`src/logic/otx_params.svh`:
```
// Purpose: constants for the optical module control and status block
// Assumes: 100 MHz system clock
// Notes:   offsets are byte offsets inside a 256-byte two-wire memory
`ifndef OTX_PARAMS_SVH
`define OTX_PARAMS_SVH

// two-wire device addresses (8-bit form, write direction)
`define OTX_DEV_ID        8'ha0
`define OTX_DEV_DIAG      8'ha2
`define OTX_DEV_RSVD      8'hb0

// control and status byte in the diagnostic memory
`define OTX_CTRL_OFS      8'h6e
`define OTX_BIT_SHUT_STAT 7
`define OTX_BIT_SOFT_SHUT 6
`define OTX_BIT_FAULT     2
`define OTX_BIT_LOST      1
`define OTX_SOFT_RST      1'b0

// live monitor values, big endian, ten bytes from this offset
`define OTX_MON_OFS       8'h60
`define OTX_MON_BYTES     10

`endif

```
`src/logic/otx_pkg.sv`:
```
// Purpose: types for the optical module control and status block
// Assumes: constants live in otx_params.svh
// Notes:   monitor words are raw 16-bit conversion results
`default_nettype none

package otx_pkg;

  // live analog readings, each a 16-bit word
  typedef struct packed {
    logic [15:0] temp;
    logic [15:0] vcc;
    logic [15:0] bias;
    logic [15:0] tx_pwr;
    logic [15:0] rx_pwr;
  } otx_mon_t;

  // two-wire slave states
  typedef enum logic [6:0] {
    ST_IDLE  = 7'b0000001,
    ST_ADDR  = 7'b0000010,
    ST_WORD  = 7'b0000100,
    ST_WRITE = 7'b0001000,
    ST_ACK   = 7'b0010000,
    ST_READ  = 7'b0100000,
    ST_MACK  = 7'b1000000
  } otx_state_t;

endpackage : otx_pkg

`default_nettype wire

```
`src/logic/otx_ctrl.sv`:
```
// Purpose: transmitter shutdown, fault latch and two-wire memories of an optical module
// Assumes: scl/sda, shutdown, fault, unsafe and lost pins are asynchronous
// Notes:   sda is open drain; sda_oe_n_out low means the module pulls sda low
//
// Overview of operation
// - answer at device address a0 with a 256-byte identification memory
// - answer at device address a2 with a separate 256-byte diagnostic memory
// - address b0 is reserved; the module never acknowledges it
// - temperature, supply, bias, tx power and rx power are readable live
// - shutdown pin high turns the transmitter off, low lets it run
// - shutdown pin reads as high until the host drives it low
// - software sets bit 6 of byte 110 to request shutdown
// - bit 7 of byte 110 reads the current shutdown control state
// - effective shutdown is pin OR software bit
// - a laser fault raises the fault output and turns the laser off
// - the fault stays latched until shutdown is toggled or power cycles
// - bit 2 of byte 110 mirrors the fault
// - cycling the shutdown control clears the fault and resumes operation
// - eye-safety monitor disables the transmitter while output is unsafe
// - shutdown and signal-loss status are mirrored in the diagnostic memory
// - signal loss reads as bit 1 of byte 110 at address a2
// - signal-lost output is high with unusable input, low with good input
`include "otx_params.svh"
`default_nettype none

module otx_ctrl
  import otx_pkg::*;
(
  // clock, reset, enable
  input  wire logic     clk_sys_in,
  input  wire logic     rst_in,
  input  wire logic     ce_in,
  // two-wire serial bus
  input  wire logic     scl_in,
  input  wire logic     sda_in,
  output logic          sda_out,
  output logic          sda_oe_n_out,
  // host control pins
  input  wire logic     tx_disable_in,
  output logic          tx_fault_out,
  output logic          receive_signal_lost_out,
  // optics side
  input  wire logic     laser_fault_in,
  input  wire logic     eye_unsafe_in,
  input  wire logic     receive_signal_lost_in,
  input  wire otx_mon_t mon_in,
  output logic          laser_off_out
);

  // two-stage synchronisers plus one history stage for the bus lines
  logic [1:0] scl_sync_reg, sda_sync_reg;
  logic       scl_d_reg, sda_d_reg;
  logic [1:0] dis_sync_reg, flt_sync_reg, eye_sync_reg, los_sync_reg;

  // two-wire slave state
  otx_state_t state_reg, ack_ret_reg;
  logic [7:0] shift_reg, tx_reg, ptr_reg;
  logic [3:0] cnt_reg;
  logic       diag_sel_reg, rd_dir_reg, mack_reg, sda_drive_reg;

  // control state
  logic       soft_shut_reg, fault_reg, shut_seen_reg, laser_off_reg, lost_reg;

  // memories
  logic [7:0] id_mem  [256];
  logic [7:0] diag_mem[256];

  logic       scl_rise, scl_fall, bus_start, bus_stop, byte_done;
  logic       shut_eff, dev_hit, wr_go, ld_go;
  logic [7:0] rd_byte, ctrl_byte;

  // synchronise every asynchronous input
  always_ff @(posedge clk_sys_in)
  begin
    if (rst_in)
    begin
      scl_sync_reg <= 2'h3;
      sda_sync_reg <= 2'h3;
      scl_d_reg    <= 1'b1;
      sda_d_reg    <= 1'b1;
      dis_sync_reg <= 2'h3;
      flt_sync_reg <= 2'h0;
      eye_sync_reg <= 2'h0;
      los_sync_reg <= 2'h0;
    end
    else if (ce_in)
    begin
      scl_sync_reg <= {scl_sync_reg[0], scl_in};
      sda_sync_reg <= {sda_sync_reg[0], sda_in};
      scl_d_reg    <= scl_sync_reg[1];
      sda_d_reg    <= sda_sync_reg[1];
      dis_sync_reg <= {dis_sync_reg[0], tx_disable_in};
      flt_sync_reg <= {flt_sync_reg[0], laser_fault_in};
      eye_sync_reg <= {eye_sync_reg[0], eye_unsafe_in};
      los_sync_reg <= {los_sync_reg[0], receive_signal_lost_in};
    end
  end

  // bus events seen on the synchronised lines
  assign scl_rise  = scl_sync_reg[1] & ~scl_d_reg;
  assign scl_fall  = ~scl_sync_reg[1] & scl_d_reg;
  assign bus_start = scl_sync_reg[1] & scl_d_reg & sda_d_reg & ~sda_sync_reg[1];
  assign bus_stop  = scl_sync_reg[1] & scl_d_reg & ~sda_d_reg & sda_sync_reg[1];
  assign byte_done = scl_fall & (cnt_reg == 4'h8);

  // address match; reserved page and all others stay silent
  assign dev_hit = (shift_reg[7:1] == 7'(`OTX_DEV_ID >> 1))
                 | (shift_reg[7:1] == 7'(`OTX_DEV_DIAG >> 1));

  // data byte write pulse and read byte load pulse
  assign wr_go = (state_reg == ST_WRITE) & byte_done;
  assign ld_go = scl_fall & (((state_reg == ST_ACK) & (ack_ret_reg == ST_READ))
               | ((state_reg == ST_MACK) & mack_reg));

  // effective shutdown of the transmitter
  assign shut_eff = dis_sync_reg[1] | soft_shut_reg;

  // control and status byte as seen by the host
  always_comb
  begin
    ctrl_byte = 8'h00;
    ctrl_byte[`OTX_BIT_SHUT_STAT] = shut_eff;
    ctrl_byte[`OTX_BIT_SOFT_SHUT] = soft_shut_reg;
    ctrl_byte[`OTX_BIT_FAULT]     = fault_reg;
    ctrl_byte[`OTX_BIT_LOST]      = lost_reg;
  end

  // byte returned for the current pointer
  always_comb
  begin
    logic [79:0] mon_bits;
    mon_bits = mon_in;
    rd_byte  = diag_sel_reg ? diag_mem[ptr_reg] : id_mem[ptr_reg];
    if (diag_sel_reg)
    begin
      for (int i = 0; i < `OTX_MON_BYTES; i++)
      begin
        if (ptr_reg == `OTX_MON_OFS + 8'(i))
          rd_byte = mon_bits[79 - 8 * i -: 8];
      end
      if (ptr_reg == `OTX_CTRL_OFS)
        rd_byte = ctrl_byte;
    end
  end

  // two-wire slave sequencing
  always_ff @(posedge clk_sys_in)
  begin
    if (rst_in)
    begin
      state_reg    <= ST_IDLE;
      ack_ret_reg  <= ST_IDLE;
      shift_reg    <= 8'h00;
      tx_reg       <= 8'h00;
      ptr_reg      <= 8'h00;
      cnt_reg      <= 4'h0;
      diag_sel_reg <= 1'b0;
      rd_dir_reg   <= 1'b0;
      mack_reg     <= 1'b0;
    end
    else if (ce_in)
    begin
      if (bus_start)
      begin
        state_reg <= ST_ADDR;
        cnt_reg   <= 4'h0;
      end
      else if (bus_stop)
        state_reg <= ST_IDLE;
      else
      begin
        if (ld_go)
        begin
          tx_reg  <= rd_byte;
          ptr_reg <= ptr_reg + 8'h01;
        end
        unique case (state_reg)
          ST_IDLE: ;
          ST_ADDR, ST_WORD, ST_WRITE:
          begin
            if (scl_rise && cnt_reg != 4'h8)
            begin
              shift_reg <= {shift_reg[6:0], sda_sync_reg[1]};
              cnt_reg   <= cnt_reg + 4'h1;
            end
            else if (byte_done)
            begin
              state_reg <= ST_ACK;
              if (state_reg == ST_ADDR)
              begin
                if (!dev_hit)
                  state_reg <= ST_IDLE;
                diag_sel_reg <= shift_reg[1];
                rd_dir_reg   <= shift_reg[0];
                ack_ret_reg  <= shift_reg[0] ? ST_READ : ST_WORD;
              end
              else if (state_reg == ST_WORD)
              begin
                ptr_reg     <= shift_reg;
                ack_ret_reg <= ST_WRITE;
              end
              else
              begin
                ptr_reg     <= ptr_reg + 8'h01;
                ack_ret_reg <= ST_WRITE;
              end
            end
          end
          ST_ACK:
          begin
            if (scl_fall)
            begin
              state_reg <= ack_ret_reg;
              cnt_reg   <= 4'h0;
            end
          end
          ST_READ:
          begin
            if (scl_fall)
            begin
              if (cnt_reg == 4'h7)
                state_reg <= ST_MACK;
              else
              begin
                tx_reg  <= {tx_reg[6:0], 1'b0};
                cnt_reg <= cnt_reg + 4'h1;
              end
            end
          end
          ST_MACK:
          begin
            if (scl_rise)
              mack_reg <= ~sda_sync_reg[1];
            else if (scl_fall)
            begin
              state_reg <= mack_reg ? ST_READ : ST_IDLE;
              cnt_reg   <= 4'h0;
            end
          end
        endcase
      end
    end
  end

  // open-drain drive: acknowledge slot or outgoing data zero
  always_ff @(posedge clk_sys_in)
  begin
    if (rst_in)
      sda_drive_reg <= 1'b0;
    else if (ce_in)
    begin
      if (bus_start || bus_stop)
        sda_drive_reg <= 1'b0;
      else if (byte_done && (state_reg inside {ST_ADDR, ST_WORD, ST_WRITE}))  // ack only after a received byte
        sda_drive_reg <= (state_reg != ST_ADDR) | dev_hit;
      else if (ld_go)
        sda_drive_reg <= ~rd_byte[7];
      else if (scl_fall && state_reg == ST_READ)
        sda_drive_reg <= (cnt_reg == 4'h7) ? 1'b0 : ~tx_reg[6];
      else if (scl_fall && state_reg == ST_ACK)
        sda_drive_reg <= 1'b0;
    end
  end

  // host writes into the memories; live bytes are read only
  always_ff @(posedge clk_sys_in)
  begin
    if (ce_in && wr_go)
    begin
      if (!diag_sel_reg)
        id_mem[ptr_reg] <= shift_reg;
      else
        diag_mem[ptr_reg] <= shift_reg;
    end
  end

  // software shutdown request
  always_ff @(posedge clk_sys_in)
  begin
    if (rst_in)
      soft_shut_reg <= `OTX_SOFT_RST;
    else if (ce_in && wr_go && diag_sel_reg && ptr_reg == `OTX_CTRL_OFS)
      soft_shut_reg <= shift_reg[`OTX_BIT_SOFT_SHUT];
  end

  // fault latch, cleared by a full assert-release of shutdown; a new fault wins
  always_ff @(posedge clk_sys_in)
  begin
    if (rst_in)
    begin
      fault_reg     <= 1'b0;
      shut_seen_reg <= 1'b0;
    end
    else if (ce_in)
    begin
      if (flt_sync_reg[1])
        fault_reg <= 1'b1;
      else if (fault_reg && shut_seen_reg && !shut_eff)
        fault_reg <= 1'b0;
      shut_seen_reg <= fault_reg & (shut_seen_reg | shut_eff) & ~flt_sync_reg[1]
                     & ~(shut_seen_reg & ~shut_eff);
    end
  end

  // laser enable and status pins
  always_ff @(posedge clk_sys_in)
  begin
    if (rst_in)
    begin
      laser_off_reg <= 1'b1;
      lost_reg      <= 1'b0;
    end
    else if (ce_in)
    begin
      laser_off_reg <= shut_eff | fault_reg | flt_sync_reg[1]
                     | eye_sync_reg[1];
      lost_reg      <= los_sync_reg[1];
    end
  end

  assign sda_out                 = 1'b0;
  assign sda_oe_n_out            = ~sda_drive_reg;
  assign tx_fault_out            = fault_reg;
  assign receive_signal_lost_out = lost_reg;
  assign laser_off_out           = laser_off_reg;

endmodule : otx_ctrl

`default_nettype wire

```
`config.mk`:
```
export PLATFORM = sky130hd
export DESIGN_NAME = otx_ctrl
export DESIGN_NICKNAME = d
export VERILOG_FILES = /design/src/logic/otx_pkg.sv /design/src/logic/otx_ctrl.sv
export VERILOG_INCLUDE_DIRS = /design/src /design/src/logic
export SDC_FILE = /design/constraint.sdc
export NUM_CORES = 2
export LEC_CHECK = 0
export ABC_CLOCK_PERIOD_IN_PS = 15400
export BUFFER_PORTS_ARGS = -buffer_cell sky130_fd_sc_hd__buf_2
export CAP_MARGIN = 20
export CORE_MARGIN = 2
export CORE_UTILIZATION = 35
export CTS_CLUSTER_DIAMETER = 200
export CTS_CLUSTER_SIZE = 14
export DETAILED_ROUTE_END_ITERATION = 7
export PLACE_DENSITY = 0.48
export SLEW_MARGIN = 5
export SYNTH_ARGS = -nofsm -noshare
export SYNTH_HDL_FRONTEND = slang
export SYNTH_SLANG_ARGS = --single-unit
export TNS_END_PERCENT = 50
```
`constraint.sdc`:
```
create_clock -name clk_sys_in -period 15.4 [get_ports clk_sys_in]
set_input_delay 0 -clock clk_sys_in [delete_from_list [all_inputs] [get_ports clk_sys_in]]
set_output_delay 0 -clock clk_sys_in [all_outputs]
set_load 0.02 [all_outputs]
```
==> qor.yml <==
status:
  status: "finished clean"
global_routing:
  overflow: 0
  grt_pass1_vias: 81300
  grt_start_max_net_pins: 205
  grtUsageTotal_pct: 20.5
  grt_pass1_wl_um: 679000
  antenna_found_initial: 31
placed_design:
  gp_congestion: 0.883
  dp_slack_ps: 8680
  io_buffers: 92
  hpwl_um: 299000
floorplanning:
  die_w_um: 686
  start_util_pct: 35.1
  core_um2: 464000
  dieArea_um2: 471000
  placementRows: 250
  top_level_ports: 94
  fp.dieH_um: 686
worst_setup_path:
  path_class: "reg -> reg"
  worstRegToRegCells: 13
  cp-endpoint: "sda_drive_reg$_SDFFE_PP0P_"
  timing.rr.end: "sda_drive_reg$_SDFFE_PP0P_"
  arrival_ps: 8220
  crit_fanout: 93
  end_kind: "flip-flop"
  r2r_slack_ps: 8100
  critPathLaunchType: "flip-flop"
  required_ps: 16330
synth:
  synth_area_leaders: "edfxtp_1 (75%), mux4_2 (15%), nor2_1 (1.4%), mux2i_1 (1.4%), dfxtp_1 (0.84%)"
  yosysMostFrequentCell: "edfxtp_1"
  synth_common_cells: "edfxtp_1 (4096), mux4_2 (1104), nor2_1 (620), mux2i_1 (222), nand2_1 (222)"
  syn_inst: 7698
  netlist.top_cell.by_area: "edfxtp_1"
  synth_ff_type: "edfxtp_1"
  synth_edf_count: 4096
  ys_types: 78
  synthArstFlopShare_pct: 0
  seq_area_frac_synth_pct: 76.3
  synth_warnings: 0
  synth_area_per_cell_um2: 21.2
  netlist_area_um2: 163000
  synth-seq-cells: 4164
  yosysTopAreaCellShare_pct: 75.5
  syn_nets: 7793
final_layout:
  nFillCells: 41300
  utilization_pct: 39.0
  drive_above_1_share_pct: 23.8
  reg_top3: "diag_mem: 2048 flops, id_mem: 2048 flops"
  synthToLayoutAreaGrowth_pct: 11.1
  num-nets-final: 8039
worst_hold_path:
  hold_path.class: "in -> reg"
  hp-start: "ce_in"
timing:
  fin_setup_tns_ps: 0
  hold_violations: 0
  setup_slack_ps: 8100
  fin_skew_ps: 60.3
  period_share_pct: 47.4
  max_freq_mhz: 137
  setup_violations: 0
  grt_setup_unrepaired: "false"
  fin_crit_ps: 7300
  tightest_slew_ps: 1340
  finalMaxSlewViolations: 0
  relSlewSlack_pct: 9.14
drt:
  drt_drc_violations_left: 0
  dr.pass1.iters: 8
  vias: 80700
  totalWireLength_um: 492000
  viasPerCell: 5.68
  ant_nets: 0
  wire_per_inst_um: 34.6
  drtIter0Drc: 10200
cts:
  ctsRootBufferMaster: "clkbuf_16"
  clk_latency_ps: 980
  path_clk_slew_ps: 80
  clk_path_buf_depth: 4
  clkSinkCount: 4164
  cts_tree: "built"
  cts_buffers: 335
  htree_levels: 5
power_and_ir_drop:
  p_clk_share_pct: 39.4
  internal_power_mw: 16.3
  pwr-share-seq_pct: 60.4
  power_frac_comb_pct: 0.2
  p_leak_nw: 56.6
  p_sw_share_pct: 19.7
  switching_power_mw: 3.99
  ir_drop_uv: 91.8
  pwr_density_cell_nw_per_um2: 112
job:
  max-cap-violations: 0
## power groups by stage
stage | clock, mW | combinational (mW) | sequential, mW
after floorplan | 0 | 0.0153 | 12.5
after global placement | 0 | 0.0409 | 12.5
after detailed placement | 0 | 0.0414 | 12.5
after CTS | 8.15 | 0.0489 | 12.2
after global routing | 8.52 | 0.0517 | 12.2
final | 7.99 | 0.0502 | 12.2
## cell usage in the layout, fill, tap and decap left out, types with 25 or more instances in the layout
cell,synthesis,layout
o21ai_0,69,68
clkbuf_16,0,341
nand2_1,222,218
a21oi_1,107,107
dlygate4sd3_1,0,46
dfxtp_1,68,52
buf_4,60,206
nor2b_1,34,29
nand3_1,83,57
a31oi_1,25,25
nor3_1,36,32
edfxtp_1,4096,4096
nand4_1,28,28
a221oi_1,25,25
o22ai_1,62,62
nor2_1,620,614
buf_2,151,92
clkbuf_1,198,54
mux2i_1,222,222
mux4_2,1104,1104
a22oi_1,108,108
## timing repair
item,4_1_cts,5_1_grt
setup buffers,0,0
hold buffers,46,0
gates resized for setup,0,0
hold endpoints to repair,68,0
## layer usage
metal	vias up	global-route usage, %	share of wire [%]
met5	-	0	0.037
met4	6	5.64	3.0
li1	32400	-	-
met3	584	3.82	7.5
met1	44400	29.1	42
met2	3273	32.7	47
## worst max-delay path: stages (launching register included)
cell	delay, ps
dfxtp_4	880
buf_4	700
buf_12	610
buf_12	660
mux4_2	610
mux4_2	570
a2111oi_1	970
buf_4	280
a21oi_1	140
nand2_1	160
o211ai_1	110
dlygate4sd3_1	580
a21oi_1	130
dlygate4sd3_1	550
## kinds of logic after synthesis
logic type                 synth area share [%]
AOI/OAI and AO/OA                          2.29
adders and majority gates                0.0461
other                                   0.00230
buffers and inverters                      1.56
xor gates and xnor gates                 0.0269
and+or+nand+nor                            3.00
muxes                                      16.7
DFF                                        76.3
## worst min path at each step
stage               slack (ps)                      endpoint  depth (start not counted)
detailed placement         250  sda_sync_reg[0]$_SDFFE_PP1P_                          3
CTS                        130        tx_reg[3]$_SDFFE_PP0P_                          5
floorplan                  130  dis_sync_reg[0]$_SDFFE_PP1P_                          2
global placement           240  los_sync_reg[0]$_SDFFE_PP0P_                          3
finish                     220  los_sync_reg[1]$_SDFFE_PP0P_                          5
global route               210  dis_sync_reg[1]$_SDFFE_PP1P_                          5
## metrics by stage
step | hold slack (ps) | instances | power (mW) | instance area [um^2]
floorplan | 128 | 7698 | 12.5 | 163000
global placement | 243 | 13700 | 12.5 | 171000
detailed placement | 254 | 13700 | 12.5 | 171000
CTS | 130 | 14200 | 20.4 | 181000
global route | 210 | 14200 | 20.8 | 181000
finish | 216 | 14200 | 20.3 | 181000
## cell type report
type                            instances  area, um^2  area share (%)
Antenna cell                            5        12.5         0.00692
Clock buffer                          395        8740            4.83
Clock inverter                         22         392           0.216
Inverter                               18        80.1          0.0443
Multi-Input combinational cell       3037       36400            20.1
Sequential cell                      4164      124000            68.8
Tap cell                             6174        7720            4.27
Timing Repair Buffer                  388        3210            1.77
No activity file was read; power rests on OpenSTA's default activity.
